$ cat src/include/rem_pkg.sv
// package for the return electrode monitor: timing, layout, register map.
// assumes a single 20 MHz core clock shared by every user of the package.
package rem_pkg;
    // clock and measurement timing
    localparam int CLK_HZ        = 20_000_000;
    localparam int INTERVAL_MS   = 12;
    localparam int INTERVAL_CYC  = INTERVAL_MS * (CLK_HZ / 1000);
    localparam int BLINK_MS      = 250;
    localparam int BLINK_CYC     = BLINK_MS * (CLK_HZ / 1000);
    localparam int SETTLE_NS     = 500;
    localparam int SETTLE_CYC    = (SETTLE_NS * (CLK_HZ / 1_000_000) + 999) / 1000;

    // dac: 8 bits spanning 0 .. 2550 mV in 10 mV steps
    localparam int DAC_BITS      = 8;
    localparam int DAC_FULL_MV   = 2550;
    localparam int DAC_STEP_MV   = DAC_FULL_MV / ((1 << DAC_BITS) - 1);

    // running average
    localparam int AVG_DEPTH     = 50;
    localparam int AVG_SHIFT     = 16;

    // bar indicator
    localparam int BAR_COUNT     = 10;
    localparam int BAR_FLOOR     = 2;
    localparam int BAR_STEPS     = 6;

    // rise threshold: ln(1.2)/ln(15) of the calibrated span, as 69/1024
    localparam int RISE_NUM      = 69;
    localparam int RISE_SHIFT    = 10;

    // register byte offsets
    localparam logic [3:0] REG_CTRL   = 4'h0;
    localparam logic [3:0] REG_CAL    = 4'h4;
    localparam logic [3:0] REG_STATUS = 4'h8;
    localparam logic [3:0] REG_BARS   = 4'hC;

    // field positions
    localparam int CTRL_DUAL     = 0;
    localparam int CTRL_KEY      = 1;
    localparam int CAL10_LSB     = 0;
    localparam int CAL150_LSB    = 8;
    localparam int ST_FAULT      = 0;
    localparam int ST_RISE       = 1;
    localparam int ST_REF        = 2;
    localparam int ST_HS         = 3;
    localparam int ST_AVGV       = 4;
    localparam int ST_SAMPLE_LSB = 8;
    localparam int ST_AVG_LSB    = 16;
    localparam int ST_REF_LSB    = 24;

    // calibration store reset contents (plain defaults)
    localparam logic [7:0] CAL10_RST  = 8'h64;
    localparam logic [7:0] CAL150_RST = 8'hC8;

    typedef enum logic [1:0] {
        REM_SAR_IDLE   = 2'b00,
        REM_SAR_SETTLE = 2'b01,
        REM_SAR_DECIDE = 2'b10
    } rem_sar_t;
endpackage

$ cat src/rtl/rem_avg.sv
// running mean over the latest samples of the sense voltage.
// assumes sample_vld is a one-cycle pulse on core_clk from the converter.
`timescale 1ns/100ps
module rem_avg #(
    parameter int DEPTH = rem_pkg::AVG_DEPTH
) (
    // clock and reset
    input  wire logic       core_clk,
    input  wire logic       reset,
    // new sample
    input  wire logic [7:0] sample,
    input  wire logic       sample_vld,
    // mean
    output logic [7:0]      mean,
    output logic            mean_vld
);
    import rem_pkg::*;

    localparam int IW    = $clog2(DEPTH);
    localparam int SW    = $clog2(DEPTH * 256);
    localparam int RECIP = ((1 << AVG_SHIFT) + DEPTH - 1) / DEPTH;

    typedef struct packed {
        logic [DEPTH-1:0][7:0] hist;
        logic [IW-1:0]         wptr;
        logic [SW-1:0]         sum;
        logic [7:0]            mean;
        logic                  full;
    } rem_avg_st_t;

    rem_avg_st_t st_r;
    rem_avg_st_t st_nxt;
    logic [SW-1:0] sum_tmp;
    logic [31:0]   prod;

    // oldest sample leaves the sum as the new one enters
    always_comb begin
        st_nxt  = st_r;
        sum_tmp = st_r.sum + SW'(sample) - SW'(st_r.hist[st_r.wptr]);
        prod    = 32'(sum_tmp) * 32'(RECIP);
        if (sample_vld) begin
            st_nxt.hist[st_r.wptr] = sample;
            st_nxt.sum             = sum_tmp;
            st_nxt.mean            = prod[AVG_SHIFT +: 8];
            if (st_r.wptr == IW'(DEPTH - 1)) begin
                st_nxt.wptr = '0;
                st_nxt.full = 1'b1;
            end else begin
                st_nxt.wptr = st_r.wptr + 1'b1;
            end
        end
    end

    // history cleared at reset so a partial window never reads stale data
    always_ff @(posedge core_clk) begin
        if (reset) begin
            st_r <= '0;
        end else begin
            st_r <= st_nxt;
        end
    end

    assign mean     = st_r.mean;
    assign mean_vld = st_r.full;

    property p_mean_hold;
        @(posedge core_clk) disable iff (reset)
        !sample_vld |=> $stable(mean);
    endproperty
    a_mean_hold: assert property (p_mean_hold) else $error("mean moved without a sample");
endmodule

$ cat src/rtl/rem_top.sv
// return electrode monitor: sar conversion, averaging, fault and bar logic.
// assumes an external dac, a comparator on sense_above and an Avalon-MM master.
//
// The implementer's own choices: register access over Avalon-MM and the address map.
`timescale 1ns/100ps
module rem_top #(
    parameter int INTERVAL_CYCLES = rem_pkg::INTERVAL_CYC,
    parameter int BLINK_CYCLES    = rem_pkg::BLINK_CYC
) (
    // clock and reset
    input  wire logic        core_clk,
    input  wire logic        reset,
    // avalon-mm slave
    input  wire logic [3:0]  avs_address,
    input  wire logic        avs_read,
    input  wire logic        avs_write,
    input  wire logic [31:0] avs_writedata,
    input  wire logic [3:0]  avs_byteenable,
    output logic [31:0]      avs_readdata,
    output logic             avs_waitrequest,
    // sense converter
    output logic [7:0]       dac_code,
    input  wire logic        sense_above,
    // handswitch and indicators
    input  wire logic        bipolar_handswitch_n,
    output logic             handswitch_closed,
    output logic [9:0]       resistance_bar_display,
    output logic             return_fault
);
    import rem_pkg::*;

    localparam int TW = $clog2(INTERVAL_CYCLES);
    localparam int BW = $clog2(BLINK_CYCLES);
    localparam int KW = $clog2(SETTLE_CYC + 1);

    typedef struct packed {
        logic [2:0]    cmp_sync;
        logic          cmp_f;
        logic [2:0]    hs_sync;
        logic          hs_closed;
        logic [TW-1:0] tick;
        rem_sar_t      sar;
        logic [KW-1:0] settle;
        logic [2:0]    bit_idx;
        logic [7:0]    result;
        logic [7:0]    dac;
        logic          sample_vld;
        logic [7:0]    sample;
        logic          dual;
        logic [7:0]    cal10;
        logic [7:0]    cal150;
        logic [7:0]    ref_val;
        logic          ref_vld;
        logic          rise;
        logic          fault;
        logic [3:0]    bar_cnt;
        logic [9:0]    bars;
        logic          blink;
        logic [BW-1:0] blink_cnt;
        logic          wait_r;
        logic [31:0]   rdata;
    } rem_st_t;

    rem_st_t     st_r;
    rem_st_t     st_nxt;
    logic [7:0]  avg;
    logic        avg_vld;
    logic        key;
    logic [7:0]  span;
    logic        below;
    logic        above;
    logic        rise_hit;
    logic [7:0]  kept;

    // threshold k of BAR_STEPS between the two calibration points
    function automatic logic [7:0] rem_thr(input logic [7:0] lo, input logic [7:0] sp, input int k);
        logic [15:0] p;
        p = (16'(sp) * 16'(k)) / 16'(BAR_STEPS);
        return lo + p[7:0];
    endfunction

    // leftmost n bars lit, bit 0 is the leftmost bar
    function automatic logic [9:0] rem_mask(input logic [3:0] n);
        logic [9:0] m;
        m = '0;
        for (int i = 0; i < BAR_COUNT; i++) begin
            if (4'(i) < n) begin
                m[i] = 1'b1;
            end
        end
        return m;
    endfunction

    rem_avg #(
        .DEPTH(AVG_DEPTH)
    ) u_avg (
        .core_clk  (core_clk),
        .reset     (reset),
        .sample    (st_r.sample),
        .sample_vld(st_r.sample_vld),
        .mean      (avg),
        .mean_vld  (avg_vld)
    );

    // calibration span and comparisons in the sense-voltage domain
    always_comb begin
        logic [15:0] mp;
        mp       = '0;
        span     = (st_r.cal150 > st_r.cal10) ? (st_r.cal150 - st_r.cal10) : 8'h00;
        below    = avg < st_r.cal10;
        above    = avg > st_r.cal150;
        // sense tracks log of resistance, so a 20 percent rise is a fixed step
        mp       = (16'(span) * 16'(RISE_NUM)) >> RISE_SHIFT;
        rise_hit = st_r.ref_vld && ({1'b0, avg} > ({1'b0, st_r.ref_val} + {1'b0, mp[7:0]}));
        kept     = st_r.cmp_f ? st_r.dac : st_r.result;
        key      = avs_write && !st_r.wait_r && (avs_address == REG_CTRL)
                   && avs_byteenable[0] && avs_writedata[CTRL_KEY];
    end

    // next state for converter, bus, faults and display
    always_comb begin
        logic [3:0] n;
        logic       tick_done;
        st_nxt    = st_r;
        n         = '0;
        tick_done = (st_r.tick == TW'(INTERVAL_CYCLES - 1));

        // pins pass three flops; a change counts when the last two agree
        st_nxt.cmp_sync = {st_r.cmp_sync[1:0], sense_above};
        if (st_r.cmp_sync[1] == st_r.cmp_sync[2]) begin
            st_nxt.cmp_f = st_r.cmp_sync[2];
        end
        st_nxt.hs_sync = {st_r.hs_sync[1:0], bipolar_handswitch_n};
        if (st_r.hs_sync[1] == st_r.hs_sync[2]) begin
            st_nxt.hs_closed = !st_r.hs_sync[2];
        end

        // measurement interval
        st_nxt.tick       = tick_done ? '0 : st_r.tick + 1'b1;
        st_nxt.sample_vld = 1'b0;

        // successive approximation; settle covers dac slew and the pin flops
        case (st_r.sar)
            REM_SAR_IDLE: begin
                if (tick_done) begin
                    st_nxt.sar     = REM_SAR_SETTLE;
                    st_nxt.bit_idx = 3'h7;
                    st_nxt.result  = 8'h00;
                    st_nxt.dac     = 8'h80;
                    st_nxt.settle  = '0;
                end
            end
            REM_SAR_SETTLE: begin
                st_nxt.settle = st_r.settle + 1'b1;
                if (st_r.settle == KW'(SETTLE_CYC - 1)) begin
                    st_nxt.sar = REM_SAR_DECIDE;
                end
            end
            REM_SAR_DECIDE: begin
                if (st_r.bit_idx == 3'h0) begin
                    st_nxt.sample     = kept;
                    st_nxt.sample_vld = 1'b1;
                    st_nxt.result     = kept;
                    st_nxt.dac        = kept;
                    st_nxt.sar        = REM_SAR_IDLE;
                end else begin
                    st_nxt.result  = kept;
                    st_nxt.bit_idx = st_r.bit_idx - 3'h1;
                    st_nxt.dac     = kept | (8'h01 << (st_r.bit_idx - 3'h1));
                    st_nxt.settle  = '0;
                    st_nxt.sar     = REM_SAR_SETTLE;
                end
            end
            default: begin
                st_nxt.sar = REM_SAR_IDLE;
            end
        endcase

        // avalon: one wait cycle, then a one-cycle answer
        st_nxt.wait_r = 1'b1;
        if ((avs_read || avs_write) && st_r.wait_r) begin
            st_nxt.wait_r = 1'b0;
            st_nxt.rdata  = 32'h0000_0000;
            case (avs_address)
                REG_CTRL: begin
                    st_nxt.rdata[CTRL_DUAL] = st_r.dual;
                end
                REG_CAL: begin
                    st_nxt.rdata[CAL10_LSB +: 8]  = st_r.cal10;
                    st_nxt.rdata[CAL150_LSB +: 8] = st_r.cal150;
                end
                REG_STATUS: begin
                    st_nxt.rdata[ST_FAULT]           = st_r.fault;
                    st_nxt.rdata[ST_RISE]            = st_r.rise;
                    st_nxt.rdata[ST_REF]             = st_r.ref_vld;
                    st_nxt.rdata[ST_HS]              = st_r.hs_closed;
                    st_nxt.rdata[ST_AVGV]            = avg_vld;
                    st_nxt.rdata[ST_SAMPLE_LSB +: 8] = st_r.sample;
                    st_nxt.rdata[ST_AVG_LSB +: 8]    = avg;
                    st_nxt.rdata[ST_REF_LSB +: 8]    = st_r.ref_val;
                end
                REG_BARS: begin
                    st_nxt.rdata[3:0] = st_r.bar_cnt;
                end
                default: begin
                    st_nxt.rdata = 32'h0000_0000;
                end
            endcase
        end
        // writes land on the edge where the master sees waitrequest low
        if (avs_write && !st_r.wait_r) begin
            if (avs_address == REG_CTRL && avs_byteenable[0]) begin
                st_nxt.dual = avs_writedata[CTRL_DUAL];
                if (avs_writedata[CTRL_DUAL] != st_r.dual) begin
                    // a changed pad type voids the stored reference
                    st_nxt.ref_vld = 1'b0;
                    st_nxt.rise    = 1'b0;
                end
            end
            if (avs_address == REG_CAL) begin
                if (avs_byteenable[CAL10_LSB / 8]) begin
                    st_nxt.cal10 = avs_writedata[CAL10_LSB +: 8];
                end
                if (avs_byteenable[CAL150_LSB / 8]) begin
                    st_nxt.cal150 = avs_writedata[CAL150_LSB +: 8];
                end
            end
        end

        // set-point key: store reference and drop the latched rise
        if (key && st_r.dual && avg_vld && !below && !above) begin
            st_nxt.ref_val = avg;
            st_nxt.ref_vld = 1'b1;
            st_nxt.rise    = 1'b0;
        end
        // rise is checked against the old reference; a hit wins over the key
        if (st_r.dual && avg_vld && rise_hit) begin
            st_nxt.rise = 1'b1;
        end

        // fault evaluation only once the averaging window is full
        if (!avg_vld) begin
            st_nxt.fault = 1'b0;
        end else if (st_r.dual) begin
            st_nxt.fault = below || above || st_nxt.rise;
        end else begin
            st_nxt.fault = !below;
        end

        // bar count in sense-voltage steps between calibration points
        if (!st_r.dual || !avg_vld) begin
            n = 4'h0;
        end else if (below) begin
            n = 4'h0;
        end else if (above) begin
            n = 4'(BAR_COUNT);
        end else begin
            n = 4'(BAR_FLOOR);
            for (int k = 1; k <= BAR_STEPS; k++) begin
                if (avg >= rem_thr(st_r.cal10, span, k)) begin
                    n = n + 4'h1;
                end
            end
        end
        st_nxt.bar_cnt = n;

        // flash phase runs freely; while faulted, lit bars blank in the off phase
        if (st_r.blink_cnt == BW'(BLINK_CYCLES - 1)) begin
            st_nxt.blink_cnt = '0;
            st_nxt.blink     = !st_r.blink;
        end else begin
            st_nxt.blink_cnt = st_r.blink_cnt + 1'b1;
        end
        st_nxt.bars = (st_nxt.fault && !st_r.blink) ? 10'h000 : rem_mask(n);
    end

    // single state register; reference, faults and timing all start clear
    always_ff @(posedge core_clk) begin
        if (reset) begin
            st_r        <= '0;
            st_r.cal10  <= CAL10_RST;
            st_r.cal150 <= CAL150_RST;
            st_r.wait_r <= 1'b1;
            st_r.sar    <= REM_SAR_IDLE;
            st_r.hs_sync <= '1; // idle line is high, so no false closure after reset
        end else begin
            st_r <= st_nxt;
        end
    end

    // outputs straight from the state flops
    assign avs_readdata           = st_r.rdata;
    assign avs_waitrequest        = st_r.wait_r;
    assign dac_code               = st_r.dac;
    assign handswitch_closed      = st_r.hs_closed;
    assign resistance_bar_display = st_r.bars;
    assign return_fault           = st_r.fault;

    property p_single_dark;
        @(posedge core_clk) disable iff (reset)
        !st_r.dual |=> resistance_bar_display == 10'h000;
    endproperty
    a_single_dark: assert property (p_single_dark) else $error("bars lit in single foil");

    property p_no_one_nine;
        @(posedge core_clk) disable iff (reset)
        st_r.bar_cnt != 4'h1 && st_r.bar_cnt != 4'h9;
    endproperty
    a_no_one_nine: assert property (p_no_one_nine) else $error("bar count one or nine");

    property p_all_bars;
        @(posedge core_clk) disable iff (reset)
        st_r.dual && avg_vld && above |=> st_r.bar_cnt == 4'hA;
    endproperty
    a_all_bars: assert property (p_all_bars) else $error("ten bars missing above range");

    property p_dark_below;
        @(posedge core_clk) disable iff (reset)
        st_r.dual && avg_vld && below |=> st_r.bar_cnt == 4'h0 && return_fault;
    endproperty
    a_dark_below: assert property (p_dark_below) else $error("below range not dark or no fault");

    property p_single_fault;
        @(posedge core_clk) disable iff (reset)
        !st_r.dual && avg_vld && !below |=> return_fault;
    endproperty
    a_single_fault: assert property (p_single_fault) else $error("single foil fault missing");

    property p_dual_range;
        @(posedge core_clk) disable iff (reset)
        st_r.dual && avg_vld && (below || above) |=> return_fault;
    endproperty
    a_dual_range: assert property (p_dual_range) else $error("dual foil range fault missing");

    property p_rise_latched;
        @(posedge core_clk) disable iff (reset)
        st_r.rise && !key && !(avs_write && !st_r.wait_r && avs_address == REG_CTRL) |=> st_r.rise;
    endproperty
    a_rise_latched: assert property (p_rise_latched) else $error("rise fault dropped without key");

    property p_conv_time;
        @(posedge core_clk) disable iff (reset)
        st_r.sar == REM_SAR_IDLE && st_nxt.sar == REM_SAR_SETTLE |-> ##[1:200] st_r.sample_vld;
    endproperty
    a_conv_time: assert property (p_conv_time) else $error("conversion did not finish");

    property p_flash_blank;
        @(posedge core_clk) disable iff (reset)
        st_nxt.fault && !st_r.blink |=> resistance_bar_display == 10'h000;
    endproperty
    a_flash_blank: assert property (p_flash_blank) else $error("bars not blanked while flashing");

    c_conv_done: cover property (@(posedge core_clk) disable iff (reset) st_r.sample_vld);
    c_setpoint: cover property (@(posedge core_clk) disable iff (reset) key ##1 st_r.ref_vld);
    c_rise: cover property (@(posedge core_clk) disable iff (reset) !st_r.rise ##1 st_r.rise);
    c_ten_bars: cover property (@(posedge core_clk) disable iff (reset) st_r.bar_cnt == 4'hA);
endmodule

$ cat config.mk
export PLATFORM = sky130hd
export DESIGN_NAME = rem_top
export DESIGN_NICKNAME = d
export VERILOG_FILES = /design/src/include/rem_pkg.sv /design/src/rtl/rem_avg.sv /design/src/rtl/rem_top.sv
export SDC_FILE = /design/constraint.sdc
export NUM_CORES = 2
export LEC_CHECK = 0
export ABC_AREA = 1
export BUFFER_PORTS_ARGS = -buffer_cell sky130_fd_sc_hd__buf_2
export CORE_MARGIN = 3
export CORE_UTILIZATION = 40
export CTS_CLUSTER_DIAMETER = 40
export DETAILED_ROUTE_END_ITERATION = 10
export PLACE_DENSITY = 0.6
export SLEW_MARGIN = 40
export SYNTH_ARGS = -nofsm -noshare
export SYNTH_HDL_FRONTEND = slang
export SYNTH_HIERARCHICAL = 1
export SYNTH_SLANG_ARGS = --single-unit
$ cat constraint.sdc
create_clock -name core_clk -period 19 [get_ports core_clk]
set_input_delay 3.8 -clock core_clk [delete_from_list [all_inputs] [get_ports core_clk]]
set_output_delay 3.8 -clock core_clk [all_outputs]
set_load 0.02 [all_outputs]
# Yosys cells after proc, flatten, opt, wreduce, memory -nomap -nowiden

Cells that the tools add are included.

Bits in registers: 588
Bits in latches: 0
Memory bits (writable): 0
Memory bits (read-only): 0
Output and inout port bits: 53
Memories: 0

Add/sub/neg operators: 20
$mul: 5
Divide/modulo/power cells: 6
$lt $le $gt $ge: 22
Equality and inequality tests: 15
Shift-type cells: 1
Multiplexer cells: 65
Bitwise gates (word level): 2
Reduce and logical (&&, ||, !) cells: 48

Operator list:

| kind                                                       | number |
|---|---|
| bitwise mux 400 bit                                        | 1 |
| two-way mux 4 bit                                          | 23 |
| adder 8 bit                                                | 6 |
| binary-select mux 8 bit (select 6 bit)                     | 1 |
| demux 8 bit (select 6 bit)                                 | 1 |
| >= comparator 8 bit                                        | 6 |
| two-way mux 8 bit                                          | 5 |
| case mux 19 bit (2 select lines)                           | 1 |
| two-way mux 33 bit                                         | 1 |
| divider 10 x 3 -> 16 bit (second input constant)           | 2 |
| divider 11 x 3 -> 16 bit (second input constant)           | 2 |
| two-way mux 25 bit                                         | 1 |
| adder 4 x 1 -> 4 bit (second input constant)               | 6 |
| multiplier 14 x 11 -> 24 bit (second input constant)       | 1 |
| adder 23 x 1 -> 23 bit (second input constant)             | 1 |
| == test 23 bit (second input constant)                     | 1 |
| multiplier 8 x 2 -> 10 bit (second input constant)         | 2 |
| adder 18 x 1 -> 18 bit (second input constant)             | 1 |
| == test 18 bit (second input constant)                     | 1 |
| divider 8 x 3 -> 16 bit (second input constant)            | 1 |
| divider 9 x 3 -> 16 bit (second input constant)            | 1 |
| greater-than comparator 8 bit                              | 2 |
| less-than comparator 3 x 4 -> 1 bit (first input constant) | 4 |
| two-way mux 16 bit                                         | 1 |
| 49 further kinds                                           | 112 |

# Longest topological paths before layout

Depth after elaboration: 36
Depth in mapped cells: 92
Gate-level depth less buffers: 90

# By module

The synthesis kept the hierarchy.

Modules (own cells, without submodules):

| module  | instances | cells an instance | area each (µm²) | sequential area each (µm²) |
|---|---|---|---|---|
| rem_avg | 1         | 2796              | 21744.6         | 8588.2 |
| rem_top | 1         | 2483              | 16417.0         | 3183.1 |

# Worst setup path before layout

Ideal clock, no wire load.

Path kind: register to register
Start: register, netlist name st_r[97]
End: register st_r, in the netlist resistance_bar_display[4]
Data arrival time: 11224 ps
Required time: 18891 ps
Slack: 7668 ps
Cell stages (with the launch flop): 79
Path buffers: 2
Period minus slack after synthesis: 11332 ps
Cells stage by stage: dfxtp_1 > clkbuf_1 > inv_1 > ha_1 > nand2_2 > nor2_4 > nand3_4 > nand2_1 > o21ai_4 > nor2_1 > clkinv_1 > ha_1 > nor2_1 > inv_1 > nand2_1 > nand2_1 > nand4_1 > nand2_2 > (+43 left out) > or2_2 > nand2_1 > inv_1 > ha_1 > nand2_1 > nand2_1 > ha_1 > nand2_1 > nand2_1 > ha_1 > nand2_1 > nand3_1 > nand2_1 > inv_1 > nor2_1 > nand2_1 > nand2_1 > inv_1

RTL lines:

| item                 | line           | RTL |
|---|---|---|
| to (signal assigned) | rem_top.sv:287 | `st_r <= st_nxt;` |
| to (decl)            | rem_top.sv:64  | `rem_st_t st_r;` |

==> flow_summary.json <==
{
  "arrival_ns": 14.44,
  "grt.overflow.total": 0,
  "ff2ff_setup_slack_ns": 5.10,
  "synth_cells": 5279,
  "dr.pass1.iters": 6,
  "status": "finished, final reports clean",
  "final_nets": 5636,
  "drt_iter0_drc": 2699,
  "drive_gt1_share_pct": 9.89,
  "drc": 0,
  "avgSynthCellArea_um2": 7.23,
  "hold_viol": 0,
  "io_buffers": 80,
  "ir_drop_mv": 0.0730,
  "cts-resized-gates": 0,
  "root_buffer": "clkbuf_16",
  "rsz0062_at_grt": "no",
  "dieArea_mm2": 0.0991,
  "power_uw": 4080,
  "slew_headroom_pct": 45.2,
  "synthArstFlopShare_pct": 0,
  "synth_edf_count": 0,
  "drv_slew": 0,
  "clock-sinks": 588,
  "p_leak_uw": 0.0198,
  "synth_area_leader_cell": "dfxtp_1",
  "end_kind": "flop",
  "clk_pin_slew_worst_paths_ns": 0.06,
  "synth_area_mm2": 0.0382,
  "antenna_found_initial": 1,
  "grt_pass1_vias": 31800,
  "cts_max_level": 3,
  "ys_top_cells_by_area": "dfxtp_1 (31%), nand2_1 (10%), ha_1 (10%), a21oi_1 (8.2%), o21ai_0 (7.1%)",
  "post_cts_buffers": 0,
  "ys_seq_area_share_pct": 30.8,
  "synthToLayoutAreaGrowth_pct": 10.6,
  "cp_slowest_cell": "dfxtp_1",
  "n_fill_cell": 9589,
  "gp_congestion": 0.894,
  "finalSetupViolCount": 0,
  "tightest_slew_ns": 0.821,
  "synth_top_area_share_pct": 30.8,
  "critical_path_required_ns": 19.54,
  "synth_cell_type_count": 68,
  "die_w_um": 315,
  "final_cell_mix": "nand2_1 (1043), a21oi_1 (626), dfxtp_1 (588), inv_1 (545), o21ai_0 (542)",
  "vias_per_cell": 5.21,
  "start_util_pct": 40.6,
  "place_hpwl_um": 73800,
  "setup-tns-final_ns": 0,
  "cp-start-kind": "flop",
  "power_density_mw_per_mm2": 96.6,
  "wl_per_cell_um": 16.5,
  "path_common_cell": "nand2_1",
  "period_minus_slack_ns": 13.90,
  "cts_max_path_buffers": 3,
  "grt_max_degree": 175,
  "clkLatencyLatePin_ns": 0.65,
  "ant_nets": 0,
  "synth_seq_cells": 588,
  "vias": 34100,
  "fmax_mhz": 71.9,
  "cts_tree": "yes",
  "synth_ff_type": "dfxtp_1",
  "rows": 112,
  "multi_input_area_mm2": 0.0228,
  "fin_skew_ns": 0.0454,
  "worstSetupPathType": "flop to flop",
  "yosysWarnings": 6,
  "maxCapViolations": 0,
  "io_pins": 99,
  "die_y_um": 315,
  "path_max_fanout": 15,
  "finalCritPeriodShare_pct": 73.2,
  "cts_buffers": 83,
  "holdBufCountCts": 0,
  "hp-class": "flop to flop",
  "layout_commonest_cell": "nand2_1",
  "grt_usage_pct": 21.5,
  "seq_area_mm2": 0.0118,
  "core_region_area_mm2": 0.0939,
  "grt_pass1_wl_um": 174000,
  "routed_wl_um": 108000,
  "hold_ws_ns": 0.396,
  "synth_nets": 5695,
  "max_stage_delay_ns": 0.68
}
[cell type report]
class,count,area share [%]
multi-input combinational,3811,54.0
sequential,588,27.9
inverter,608,5.45
clock buffer,98,5.32
tap,1254,3.72
timing repair buffer,128,1.87
clock inverter,55,1.76
antenna,1,0.00593
[power breakdown]
group,switching (uW),internal [uW]
Clock,623,1020
Sequential,3.24,1240
Combinational,765,424
[final timing paths]
| path | cells past startpoint | from | endpoint |
|---|---|---|---|
| worst max-delay path | 81 | st_r[94] | resistance_bar_display[4] |
| worst min-delay path | 1 | st_nxt[153] | st_nxt[154] |
| worst max register to register | 81 | st_r[94] | resistance_bar_display[4] |
| worst min register to register | 1 | st_nxt[153] | st_nxt[154] |
[kinds of logic after synthesis]
kind of cell               after synthesis  share of synthesized area (%)
AOI/OAI and AO/OA                     1420                           20.2
xor gates and xnor gates               123                           2.86
adders and majority gates              370                           13.4
buffers and inverters                  880                           9.78
DFF                                    588                           30.8
and+or+nand+nor                       1898                           22.9
[synthesized netlist by cell type, drive strengths merged (15+ instances only)]
library cell / number
nand2: 1091
a21oi: 627
o21ai: 594
inv: 592
dfxtp: 588
nor2: 404
ha: 305
nand3: 210
clkbuf: 137
buf: 135
nand4: 106
xor2: 80
fa: 65
xnor2: 43
nor3: 40
a22oi: 32
o21a: 22
o211ai: 20
clkinv: 16
a211oi: 15
a22o: 15
a31oi: 15
o2111ai: 15
o21bai: 15
o31ai: 15
[stage by stage]
stage          utilization [%]  setup WS, ns  area, um^2  instances
2_1_floorplan                -          7.67       38200       5279
3_3_place_gp              41.6          5.34       39100       6388
3_5_place_dp              41.7          5.25       39200       6388
4_1_cts                   44.9          5.20       42200       6541
5_1_grt                   45.0          3.81       42200       6543
6_report                  45.0          5.10       42200       6543
[flip-flops by register name, indices dropped and copies added (netlist names)]
name / cells
handswitch_closed: 1
st_nxt: 4
st_r: 102
resistance_bar_display: 10
avs_waitrequest: 1
dac_code: 8
avs_readdata: 32
u_avg/mean: 8
u_avg/mean_vld: 1
return_fault: 1
u_avg/st_r: 420
[worst max-delay path: cells and delay by family, from the launching register on]
kind | cells | cell delay (ns)
AND/OR/NAND/NOR | 54 | 7.10
buffers and inverters | 11 | 1.79
XOR/XNOR | 2 | 0.35
adder cells (fa/ha/maj) | 9 | 2.98
flip-flops | 1 | 0.68
AO/OA/AOI/OAI | 5 | 0.86
[layer usage]
layer	GRT usage [%]	routed length (um)	vias up
met2	35.9	49900	764
met1	29.3	50200	15700
met4	5.89	2560	0
met5	0	0	-
met3	2.76	5240	154
li1	-	-	17500
Note: power is estimated with default switching activity, not from simulation.
